$ cat src/prot_pkg.sv
// Purpose: shared constants and carriers for the protection monitors
// Assumes: 50 MHz system clock, AXI4-Lite register access
// Notes: offsets are byte addresses
package prot_pkg;
    localparam logic [7:0] ctrl_off = 8'h00;
    localparam logic [7:0] cause_off = 8'h04;
    localparam logic [7:0] service_off = 8'h08;
    localparam logic [7:0] status_off = 8'h0c;
    localparam logic [7:0] mask_off = 8'h10;
    localparam int bme_bit = 0;
    localparam int hme_bit = 1;
    localparam int swe_bit = 2;
    localparam int bmt_lsb = 3;
    localparam logic [4:0] ctrl_rst = 5'h00;
    localparam logic [7:0] key_first = 8'h55;
    localparam logic [7:0] key_second = 8'haa;
    localparam logic [6:0] bm_count_64 = 7'h40;
    localparam logic [6:0] bm_count_32 = 7'h20;
    localparam logic [6:0] bm_count_16 = 7'h10;
    localparam logic [6:0] bm_count_8 = 7'h08;
    localparam int wd_period_default = 100000;
    localparam logic [1:0] resp_okay = 2'h0;
    localparam logic [1:0] resp_slverr = 2'h2;
    // status bits: 0 bus timeout, 1 spurious, 2 halt, 3 watchdog
    localparam int ev_bus = 0;
    localparam int ev_spur = 1;
    localparam int ev_halt = 2;
    localparam int ev_wdog = 3;

    typedef struct packed {
        logic cycle_start;
        logic cpu_master;
        logic byte_split;
        logic data_size_ack;
        logic halt;
        logic iack_active;
        logic arbitration_seen;
    } core_in_t;

    typedef struct packed {
        logic bus_error_line;
        logic system_reset;
    } core_out_t;
endpackage

$ cat src/system_protection_monitors.sv
// Purpose: bus, halt, spurious interrupt and watchdog monitors
// Assumes: core signals synchronous to clk
// Notes: cause register survives the reset that this block requests
//
// Local design decisions: the address map and the AXI4-Lite register port.
`timescale 1ns/1ps
module system_protection_monitors #(
    parameter int wd_period = prot_pkg::wd_period_default
) (
    input wire logic clk,
    input wire logic rstn,
    input wire prot_pkg::core_in_t core_in,
    output prot_pkg::core_out_t core_out,
    output logic irq,
    input wire logic [7:0] s_axi_awaddr,
    input wire logic s_axi_awvalid,
    output logic s_axi_awready,
    input wire logic [31:0] s_axi_wdata,
    input wire logic [3:0] s_axi_wstrb,
    input wire logic s_axi_wvalid,
    output logic s_axi_wready,
    output logic [1:0] s_axi_bresp,
    output logic s_axi_bvalid,
    input wire logic s_axi_bready,
    input wire logic [7:0] s_axi_araddr,
    input wire logic s_axi_arvalid,
    output logic s_axi_arready,
    output logic [31:0] s_axi_rdata,
    output logic [1:0] s_axi_rresp,
    output logic s_axi_rvalid,
    input wire logic s_axi_rready
);
    import prot_pkg::*;

    localparam logic [31:0] wd_limit = 32'(wd_period);

    typedef enum logic [1:0] {
        svc_idle,
        svc_armed
    } svc_state_t;

    typedef struct packed {
        logic [4:0] ctrl;
        logic halt_cause;
        logic wdog_cause;
        logic [3:0] status;
        logic [3:0] mask;
        svc_state_t svc;
        logic [31:0] wd_count;
        logic [2:0] rst_hold;
        logic bus_error;
        logic system_reset;
        logic irq;
        logic aw_got;
        logic w_got;
        logic [7:0] aw_addr;
        logic [31:0] w_data;
        logic [3:0] w_strb;
        logic bvalid;
        logic [1:0] bresp;
        logic rvalid;
        logic [1:0] rresp;
        logic [31:0] rdata;
        logic awready;
        logic wready;
        logic arready;
    } top_state_t;

    top_state_t st_ff, nxt_st;
    logic bm_timeout;

    function automatic logic mapped(input logic [7:0] a);
        mapped = (a == ctrl_off) || (a == cause_off) || (a == service_off)
            || (a == status_off) || (a == mask_off);
    endfunction

    bus_monitor u_bus_monitor (
        .clk(clk),
        .rstn(rstn),
        .enable(st_ff.ctrl[bme_bit]),
        .period_sel(st_ff.ctrl[bmt_lsb+1:bmt_lsb]),
        .cycle_start(core_in.cycle_start),
        .cpu_master(core_in.cpu_master),
        .byte_split(core_in.byte_split),
        .data_size_ack(core_in.data_size_ack),
        .timeout(bm_timeout)
    );

    always_comb begin
        logic [3:0] ev;
        logic spur;
        logic halt_rst;
        logic wd_expire;
        logic serviced;
        logic do_write;
        logic [3:0] clr;
        ev = 4'h0;
        clr = 4'h0;
        nxt_st = st_ff;
        serviced = 1'b0;
        do_write = 1'b0;
        spur = 1'b0;
        halt_rst = 1'b0;
        wd_expire = 1'b0;

        // spurious monitor has no enable on purpose
        spur = core_in.iack_active && !core_in.arbitration_seen;
        nxt_st.bus_error = bm_timeout || spur;

        halt_rst = core_in.halt && st_ff.ctrl[hme_bit];

        // write channel: take address and data in either order
        if (s_axi_awvalid && st_ff.awready) begin
            nxt_st.aw_got = 1'b1;
            nxt_st.aw_addr = s_axi_awaddr;
            nxt_st.awready = 1'b0;
        end
        if (s_axi_wvalid && st_ff.wready) begin
            nxt_st.w_got = 1'b1;
            nxt_st.w_data = s_axi_wdata;
            nxt_st.w_strb = s_axi_wstrb;
            nxt_st.wready = 1'b0;
        end
        if (st_ff.aw_got && st_ff.w_got && !st_ff.bvalid) begin
            do_write = 1'b1;
            nxt_st.aw_got = 1'b0;
            nxt_st.w_got = 1'b0;
            nxt_st.bvalid = 1'b1;
            nxt_st.bresp = mapped(st_ff.aw_addr) ? resp_okay : resp_slverr;
        end
        if (st_ff.bvalid && s_axi_bready) begin
            nxt_st.bvalid = 1'b0;
            nxt_st.awready = 1'b1;
            nxt_st.wready = 1'b1;
        end

        if (do_write && st_ff.w_strb[0]) begin
            case (st_ff.aw_addr)
                ctrl_off: nxt_st.ctrl = st_ff.w_data[4:0];
                cause_off: begin
                    nxt_st.halt_cause = st_ff.halt_cause & ~st_ff.w_data[0];
                    nxt_st.wdog_cause = st_ff.wdog_cause & ~st_ff.w_data[1];
                end
                service_off: begin
                    // any byte other than key_first or key_second breaks the pair; key_first re-arms
                    if (st_ff.w_data[7:0] == key_first) begin
                        nxt_st.svc = svc_armed;
                    end else if (st_ff.svc == svc_armed
                        && st_ff.w_data[7:0] == key_second) begin
                        serviced = 1'b1;
                        nxt_st.svc = svc_idle;
                    end else begin
                        nxt_st.svc = svc_idle;
                    end
                end
                status_off: clr = st_ff.w_data[3:0];
                mask_off: nxt_st.mask = st_ff.w_data[3:0];
                default: ;
            endcase
        end

        // watchdog
        if (!st_ff.ctrl[swe_bit] || serviced) begin
            nxt_st.wd_count = 32'h0;
        end else if (st_ff.wd_count + 32'h1 >= wd_limit) begin
            wd_expire = 1'b1;
            nxt_st.wd_count = 32'h0;
        end else begin
            nxt_st.wd_count = st_ff.wd_count + 32'h1;
        end

        // reset request held a few cycles so the reset tree sees it
        if (halt_rst || wd_expire) begin
            nxt_st.rst_hold = 3'h7;
            nxt_st.halt_cause = halt_rst;
            nxt_st.wdog_cause = wd_expire;
        end else if (st_ff.rst_hold != 3'h0) begin
            nxt_st.rst_hold = st_ff.rst_hold - 3'h1;
        end
        nxt_st.system_reset = halt_rst || wd_expire || (st_ff.rst_hold > 3'h1);

        ev[ev_bus] = bm_timeout;
        ev[ev_spur] = spur;
        ev[ev_halt] = halt_rst;
        ev[ev_wdog] = wd_expire;
        // set beats clear
        nxt_st.status = (st_ff.status & ~clr) | ev;
        nxt_st.irq = |(nxt_st.status & nxt_st.mask);

        // read channel
        if (s_axi_arvalid && st_ff.arready) begin
            nxt_st.arready = 1'b0;
            nxt_st.rvalid = 1'b1;
            nxt_st.rresp = mapped(s_axi_araddr) ? resp_okay : resp_slverr;
            case (s_axi_araddr)
                ctrl_off: nxt_st.rdata = {27'h0, st_ff.ctrl};
                cause_off: nxt_st.rdata = {30'h0, st_ff.wdog_cause, st_ff.halt_cause};
                service_off: nxt_st.rdata = {31'h0, st_ff.svc == svc_armed};
                status_off: nxt_st.rdata = {28'h0, st_ff.status};
                mask_off: nxt_st.rdata = {28'h0, st_ff.mask};
                default: nxt_st.rdata = 32'h0;
            endcase
        end
        if (st_ff.rvalid && s_axi_rready) begin
            nxt_st.rvalid = 1'b0;
            nxt_st.arready = 1'b1;
        end
    end

    always_ff @(posedge clk) begin
        if (!rstn) begin
            st_ff <= '0;
            st_ff.ctrl <= ctrl_rst;
            st_ff.svc <= svc_idle;
            st_ff.awready <= 1'b1;
            st_ff.wready <= 1'b1;
            st_ff.arready <= 1'b1;
            // cause flags kept across reset so software can read them
            st_ff.halt_cause <= st_ff.halt_cause;
            st_ff.wdog_cause <= st_ff.wdog_cause;
        end else begin
            st_ff <= nxt_st;
        end
    end

    assign core_out.bus_error_line = st_ff.bus_error;
    assign core_out.system_reset = st_ff.system_reset;
    assign irq = st_ff.irq;
    assign s_axi_awready = st_ff.awready;
    assign s_axi_wready = st_ff.wready;
    assign s_axi_bvalid = st_ff.bvalid;
    assign s_axi_bresp = st_ff.bresp;
    assign s_axi_arready = st_ff.arready;
    assign s_axi_rvalid = st_ff.rvalid;
    assign s_axi_rresp = st_ff.rresp;
    assign s_axi_rdata = st_ff.rdata;
endmodule // system_protection_monitors

$ cat src/bus_monitor.sv
// Purpose: bus cycle timeout counter
// Assumes: cycle_start pulses once per core access
// Notes: error is a one-cycle pulse
`timescale 1ns/1ps
module bus_monitor (
    input wire logic clk,
    input wire logic rstn,
    input wire logic enable,
    input wire logic [1:0] period_sel,
    input wire logic cycle_start,
    input wire logic cpu_master,
    input wire logic byte_split,
    input wire logic data_size_ack,
    output logic timeout
);
    import prot_pkg::*;
    typedef struct packed {
        logic busy;
        logic second_pending;
        logic [6:0] count;
        logic timeout;
    } bm_state_t;
    bm_state_t st_ff, nxt_st;

    function automatic logic [6:0] limit(input logic [1:0] sel);
        case (sel)
            2'h0: limit = bm_count_64;
            2'h1: limit = bm_count_32;
            2'h2: limit = bm_count_16;
            default: limit = bm_count_8;
        endcase
    endfunction

    always_comb begin
        nxt_st = st_ff;
        nxt_st.timeout = 1'b0;
        if (!enable) begin
            nxt_st.busy = 1'b0;
            nxt_st.second_pending = 1'b0;
            nxt_st.count = 7'h00;
        end else if (!st_ff.busy) begin
            if (cycle_start && cpu_master) begin
                nxt_st.busy = 1'b1;
                nxt_st.second_pending = byte_split;
                nxt_st.count = 7'h00;
            end
        end else if (data_size_ack) begin
            // split word keeps counting across both bytes
            if (st_ff.second_pending) begin
                nxt_st.second_pending = 1'b0;
                nxt_st.count = st_ff.count + 7'h01;
            end else begin
                nxt_st.busy = 1'b0;
            end
        end else if (st_ff.count + 7'h01 >= limit(period_sel)) begin
            nxt_st.busy = 1'b0;
            nxt_st.timeout = 1'b1;
        end else begin
            nxt_st.count = st_ff.count + 7'h01;
        end
    end

    always_ff @(posedge clk) begin
        if (!rstn) begin
            st_ff <= '0;
        end else begin
            st_ff <= nxt_st;
        end
    end

    assign timeout = st_ff.timeout;
endmodule // bus_monitor

$ cat config.mk
export PLATFORM = sky130hd
export DESIGN_NAME = system_protection_monitors
export DESIGN_NICKNAME = d
export VERILOG_FILES = /design/src/prot_pkg.sv /design/src/system_protection_monitors.sv /design/src/bus_monitor.sv
export SDC_FILE = /design/constraint.sdc
export NUM_CORES = 1
export LEC_CHECK = 0
export BUFFER_PORTS_ARGS = -buffer_cell sky130_fd_sc_hd__buf_2
export CELL_PAD_IN_SITES_DETAIL_PLACEMENT = 1
export CELL_PAD_IN_SITES_GLOBAL_PLACEMENT = 1
export CORE_MARGIN = 2
export CORE_UTILIZATION = 40
export DETAILED_ROUTE_END_ITERATION = 6
export GPL_TIMING_DRIVEN = 0
export PLACE_DENSITY_LB_ADDON = 0.1
export REMOVE_ABC_BUFFERS = 1
export SYNTH_ARGS = -nofsm -noshare
export SYNTH_HDL_FRONTEND = slang
export SYNTH_SLANG_ARGS = --single-unit
$ cat constraint.sdc
create_clock -name clk -period 3.84 [get_ports clk]
set_input_delay 0.384 -clock clk [delete_from_list [all_inputs] [get_ports clk]]
set_output_delay 0.384 -clock clk [all_outputs]
set_load 0.005 [all_outputs]
==> metrics.md, run 1 <==
| Metric | Value |
|---|---|
| Run status | finished, violations left |
| Failing checks | design-rule violations |
| CTS root buffer | clkbuf_16 |
| Antenna-violating nets left | 0 |
| TritonCTS clock tree | done |
| CTS-repair resized insts | 0 |
| Row cnt | 39 |
| Hold Buf Count CTS | 0 |
| Reg clk slew, reported paths | 60 ps |
| Worst path cell trace | ha_1 -> nand4_2 -> nor3_1 -> nor4_1 -> a32o_1 -> a211o_1 -> a31oi_4 -> o31a_1 |
| Largest net degree at the start of global routing | 44 |
| Most frequent cells in the layout | 93 x dfxtp_1, 56 x nand2_1, 53 x buf_2, 51 x nor2_1 |
| Slew Viols, Final | 0 |
| Initial Utilization | 41.4% |
| FF/Latch Area | 1920 µm² |
| Main synth FF type | dfxtp_1 |
| Depth of the CTS H-tree | 3 |
| GP Congestion | 0.827 |
| Postcts setup bufs | 0 |
| Max incr delay on CP | 610 ps |
| PD cells | 400 nW/µm² |
| Syn_area_per_cell | 8.65 µm² |
| Bufs on Longest Clock Path | 2 |
| Setup CP Type | flip-flop to flip-flop |
| CP Data Required Time | 3890 ps |
| Hold/Removal Path Class | input port to flip-flop |
| Worst-Margin Slew | 1210 ps |
| Initial antenna violation count | 0 |
| Synthesized area | 4770 µm² |
| Peak Freq | 0.300 GHz |
| Inst Count DP | 731 |
| Final HPWL DP | 8.21 mm |
| Vias | 3,987 |
| Seq/Total Area, Yosys | 40.3% |
| DIE WIDTH | 113 µm |
| GRT Total Usage | 18.1% |
| Commonest non-fill, non-tap cell in the layout | dfxtp_1 |
| ANT cells | 0 |
| Area leader, netlist | dfxtp_1 |
| First-pass GRT wire length | 18.9 mm |
| Minimum clock period | 3330 ps |
| Total of max-cap violations | 0 |
| # IOs | 110 |
| # setup viols final | 0 |
| Clock latency on the worst-skew pair | 350 ps |
| DRT iter0 DRCs | 167 |
| DRT Wirelength | 11.1 mm |
| Met3 Track Usage GR | 2.68% |
| Post-synthesis cell type count | 71 |
| First-pass iteration count of the detailed router | 6 |
| Footprint of the multi-input gates | 2580 µm² |
| GR Util met1 | 21.4% |
| Gate count of the mapped netlist | 551 |
| Setup TNS Final | 0 ps |
| Fin crit share | 86.7% |
| Synth area leaders | dfxtp_1 39%, buf_4 6.0%, a21oi_1 4.6% |
| Top cell type's share of synthesized area | 39.1% |
| Routed WL per cell | 14.8 µm |
| Startpoint types | flip-flop |
| IO buf count | 53 |
| Fillers | 1,422 |
| Area Growth Syn to Fin | 10.3% |
| Post-synth EDFFs | 2 |
| Crit end category | flip-flop |
| Vias per cell | 5.34 |
| Ys async rst share | 0% |
| DRC viols | 11 |
| Setup Skew | 5.37 ps |
| Setup repair after global routing missed its margin | false |
| Max VDD drop | 0.000183 V |
| GRT busiest layer | met2 |
| Slew Limit Headroom | 18.6% |
| Total global routing overflow | 0 |
| Final Hold Fails | 0 |
| Static Leak | 2.02 nW |
| Die Height | 113 µm |
| M2 GR Usage | 32.7% |
| Finished Layout Cells | 746 |
| Worst-path maximum fanout | 9 |
| Share of layout cells above drive strength 1 | 13.9% |
| Final net count | 675 |
| Yosys warning count | 0 |
| Crit path arrival time | 3380 ps |
| Sink Count | 95 |
| Core Area | 11,500 µm² |
| Fin util | 45.7% |
| Num CTS Buffers | 9 |
| DIE AREA | 12,800 µm² |
| Crit-path slowest cell | nor3_1 |
| Vias in the first global route | 4,052 |
| Synthesis-stage register bit count | 95 |
==> flip-flops by register name, summed over array words and instances (netlist names) <==
register,count
core_out,2
s_axi_awready,1
irq,1
u_bus_monitor.st_ff,9
s_axi_rvalid,1
s_axi_bresp,1
u_bus_monitor.timeout,1
s_axi_bvalid,1
s_axi_wready,1
s_axi_rdata,5
s_axi_rresp,1
st_ff,70
s_axi_arready,1
==> critical path: cells and delay by family, from the launching register on <==
family          cells  cell delay (ps)
compound gates      4             1200
fa+ha+maj           1              400
flops               1              460
simple gates        3              970
==> synthesized netlist by cell type (all sizes together), types with 2 or more instances <==
cell type and n:
a32oi 3, inv 13, nand3 37, clkbuf 14, a21oi 44, mux2 3, and2 7, a2bb2oi 2
a211oi 5, o41ai 2, a41oi 2, xor2 8, a311oi 2, nor3b 3, nor2 51, o21a 2
buf 45, nand2b 7, mux2i 8, nand4b 4, nand2 56, ha 10, xnor2 15, o31a 4
edfxtp 2, or2 2, a22oi 2, a31o 2, a211o 2, nor3 12, a32o 3, and4 7
nand3b 3, a31oi 6, or3 6, and3 7, nor4 8, nand4 11, dfxtp 93, nor2b 2
o21ai 15
==> layer usage <==
| layer | vias to the layer above | share of wire [%] |
|---|---|---|
| li1 | 1979 | - |
| met1 | 1921 | 44 |
| met2 | 72 | 50 |
| met3 | 15 | 3.5 |
| met4 | 0 | 2.0 |
| met5 | - | 0 |
==> final timing paths <==
check          startpoint            to  slack (ps)  cells after the start
max             st_ff[93]    st_ff[135]         510                      8
min          s_axi_wvalid  s_axi_wready         260                      2
max reg2reg     st_ff[93]    st_ff[135]         510                      8
min reg2reg     st_ff[82]     st_ff[82]         450                      2
==> cell type report <==
cell class,count,share of cell area [%]
clock buffer,14,4.83
clock inverter,1,0.0952
inverter,14,1.00
multi-input combinational,426,49.1
sequential,95,36.6
tap,143,3.40
timing repair buffer,53,5.05
==> power breakdown <==
group | internal, mW | total (mW) | switching (mW)
logic | 0.0980 | 0.215 | 0.117
registers | 1.03 | 1.07 | 0.0398
clock network | 0.453 | 0.816 | 0.363
==> through the flow <==
stage	power, mW	hold slack [ps]	instance area (µm²)	worst slack, ps
2_1_floorplan	1.23	431	4550	1120
3_3_place_gp	1.30	444	5000	558
3_5_place_dp	1.31	447	5000	497
4_1_cts	2.14	250	5260	485
5_1_grt	2.20	279	5260	303
6_report	2.11	259	5260	511
==> kinds of logic (layout without fill, tap and decap cells) <==
kind of cell             after synthesis  in the layout  synth area share [%]
AO/OA/AOI/OAI                        108            108                  15.1
other                                  1             44                0.0787
flip-flops                            95             95                  40.3
adder cells (fa/ha/maj)               10             10                  2.63
buffers and inverters                 73             82                  8.93
multiplexers                          12             12                  2.86
AND/OR/NAND/NOR                      229            229                  25.9
XOR/XNOR                              23             23                  4.23
(Power assumes the default switching activity.)
==> inputs of run 2 (changes only) <==
- CAP_MARGIN: default -> 10
- SLEW_MARGIN: default -> 20
- clock period: 3.84 -> 3.1 ns (I/O delays scaled with it)
==> run 2 against run 1 <==
Effect of this change: the flow still finishes with violations (design-rule violations); routed wire length increased by 1.3%; clock skew down 0.83 ps; setup slack worse by 320 ps; worst hold slack got worse by 75 ps; critical path type unchanged; critical endpoint is now core_out[0]; largest cell class unchanged.
==> metrics.md, run 2 (same netlist as run 1, synthesis figures left out) <==
| Metric | Value |
|---|---|
| GRT Total Usage | 18.0% |
| Hold Buf Count CTS | 0 |
| Largest Register | st_ff |
| Crit path arrival time | 3140 ps |
| Worst-Margin Slew | 658 ps |
| PD cells | 489 nW/µm² |
| Total global routing overflow | 0 |
| Cell Area, Placed | 5000 µm² |
| First-pass GRT wire length | 18.9 mm |
| Final instance area | 5330 µm² |
| CP Data Required Time | 3330 ps |
| Met1 Wirelength | 4.85 mm |
| Setup repair after global routing missed its margin | false |
| GP Congestion | 0.827 |
| Final HPWL DP | 8.23 mm |
| Slew Limit Headroom | 55.8% |
| CTS root buffer | clkbuf_16 |
| Max VDD drop | 0.000218 V |
| Row cnt | 39 |
| R2R setup slack | 200 ps |
| Reg clk slew, reported paths | 60 ps |
| Sink Count | 95 |
| Vias in the first global route | 4,062 |
| Initial Utilization | 41.4% |
| Crit end category | flip-flop |
| Fillers | 1,405 |
| DRC viols | 11 |
| Depth of the CTS H-tree | 3 |
| Max layer used | met4 |
| Worst-path maximum fanout | 12 |
| DRT Wirelength | 11.2 mm |
| TritonCTS clock tree | done |
| Number of flip-flops in the largest register | 70 |
| Final net count | 677 |
| Pre-CTS setup slack | -224 ps |
| Vias per cell | 5.36 |
| Routed WL per cell | 15.0 µm |
| Commonest non-fill, non-tap cell in the layout | dfxtp_1 |
| Total power | 2.60 mW |
| Hold/Removal Path Class | input port to flip-flop |
| Setup CP Type | flip-flop to flip-flop |
| Finished Layout Cells | 748 |
| DIE AREA | 12,800 µm² |
| Area Growth Syn to Fin | 11.8% |
| Wire length on met2 | 5.70 mm |
| Clock latency on the worst-skew pair | 340 ps |
| Final Hold Fails | 0 |
| Inst Count DP | 731 |
| Share of layout cells above drive strength 1 | 14.7% |
| Hold Slack | 184 ps |
| Vias | 4,011 |
| ANT cells | 0 |
| Initial antenna violation count | 0 |
| Slew Viols, Final | 0 |
| # setup viols final | 0 |
| Max incr delay on CP | 640 ps |
| DRT iter0 DRCs | 152 |
| Failing checks | design-rule violations |
| Worst path cell trace | or4_1 -> nor4_4 -> nand3b_1 -> o21ai_1 -> a31oi_4 -> buf_12 -> o41a_1 |
| Met3 Wirelength | 436 µm |
| Run status | finished, violations left |
| Most frequent cells in the layout | 93 x dfxtp_1, 56 x nand2_1, 53 x buf_2, 51 x nor2_1 |
| Crit-path slowest cell | or4_1 |
| DIE WIDTH | 113 µm |
| Largest net degree at the start of global routing | 44 |
| Static Leak | 2.04 nW |
| Minimum clock period | 2900 ps |
| Bufs on Longest Clock Path | 2 |
| Antenna-violating nets left | 0 |
| Fin crit share | 93.7% |
| IO buf count | 53 |
| First-pass iteration count of the detailed router | 6 |
| Total of max-cap violations | 0 |
| Die Height | 113 µm |
| Final setup margin | 196 ps |
| Num CTS Buffers | 9 |
| Startpoint types | flip-flop |
| Setup Skew | 4.54 ps |
| Core Area | 11,500 µm² |
| # IOs | 110 |
| Peak Freq | 0.344 GHz |
==> run 2: final cells by class <==
| cell class | count | area, µm² | area share [%] |
|---|---|---|---|
| Multi-Input combinational cell | 426 | 2620 | 49.2 |
| Clock buffer | 14 | 254 | 4.77 |
| Tap cell | 143 | 179 | 3.36 |
| Sequential cell | 95 | 1920 | 36.1 |
| Timing Repair Buffer | 55 | 293 | 5.50 |
| Inverter | 14 | 53.8 | 1.01 |
| Clock inverter | 1 | 5.00 | 0.0939 |
==> run 2: per-stage QoR <==
step                TNS (ps)  util (%)
global route               0      46.3
detailed placement      -517      43.4
floorplan                  0         -
global placement        -388      43.4
finish                     0      46.3
CTS                        0      45.8
==> run 2: worst paths after layout <==
path                                      to    startpoint  cells after the start
worst min register to register     st_ff[82]     st_ff[82]                      2
worst min-delay path            s_axi_wready  s_axi_wvalid                      2
worst max register to register   core_out[0]     st_ff[78]                      7
worst max-delay path             core_out[0]     st_ff[78]                      7
==> run 2: critical path: cells and delay by family, from the launching register on <==
family	cells	cell delay, ps
flip-flops	1	310
AO/OA/AOI/OAI	3	820
buffers and inverters	1	180
AND/OR/NAND/NOR	3	1470
==> run 2: timing repair <==
item                       in CTS  in global routing
resized for setup               3                  3
pin swaps                       0                  2
setup endpoints to repair       5                 20
buffers inserted                0                  2
gates cloned                    0                  0
==> run 2: power by group <==
part | internal, mW | switching, mW | leakage [nW] | total (mW)
clock network | 0.561 | 0.443 | 0.127 | 1.00
registers | 1.28 | 0.0502 | 0.779 | 1.33
logic | 0.121 | 0.146 | 1.13 | 0.267
==> run 2: per-layer routing <==
layer,up-vias,global-route usage [%]
met4,0,7.40
met2,81,33.1
met1,1934,20.9
met5,-,0
li1,1982,-
met3,14,2.62
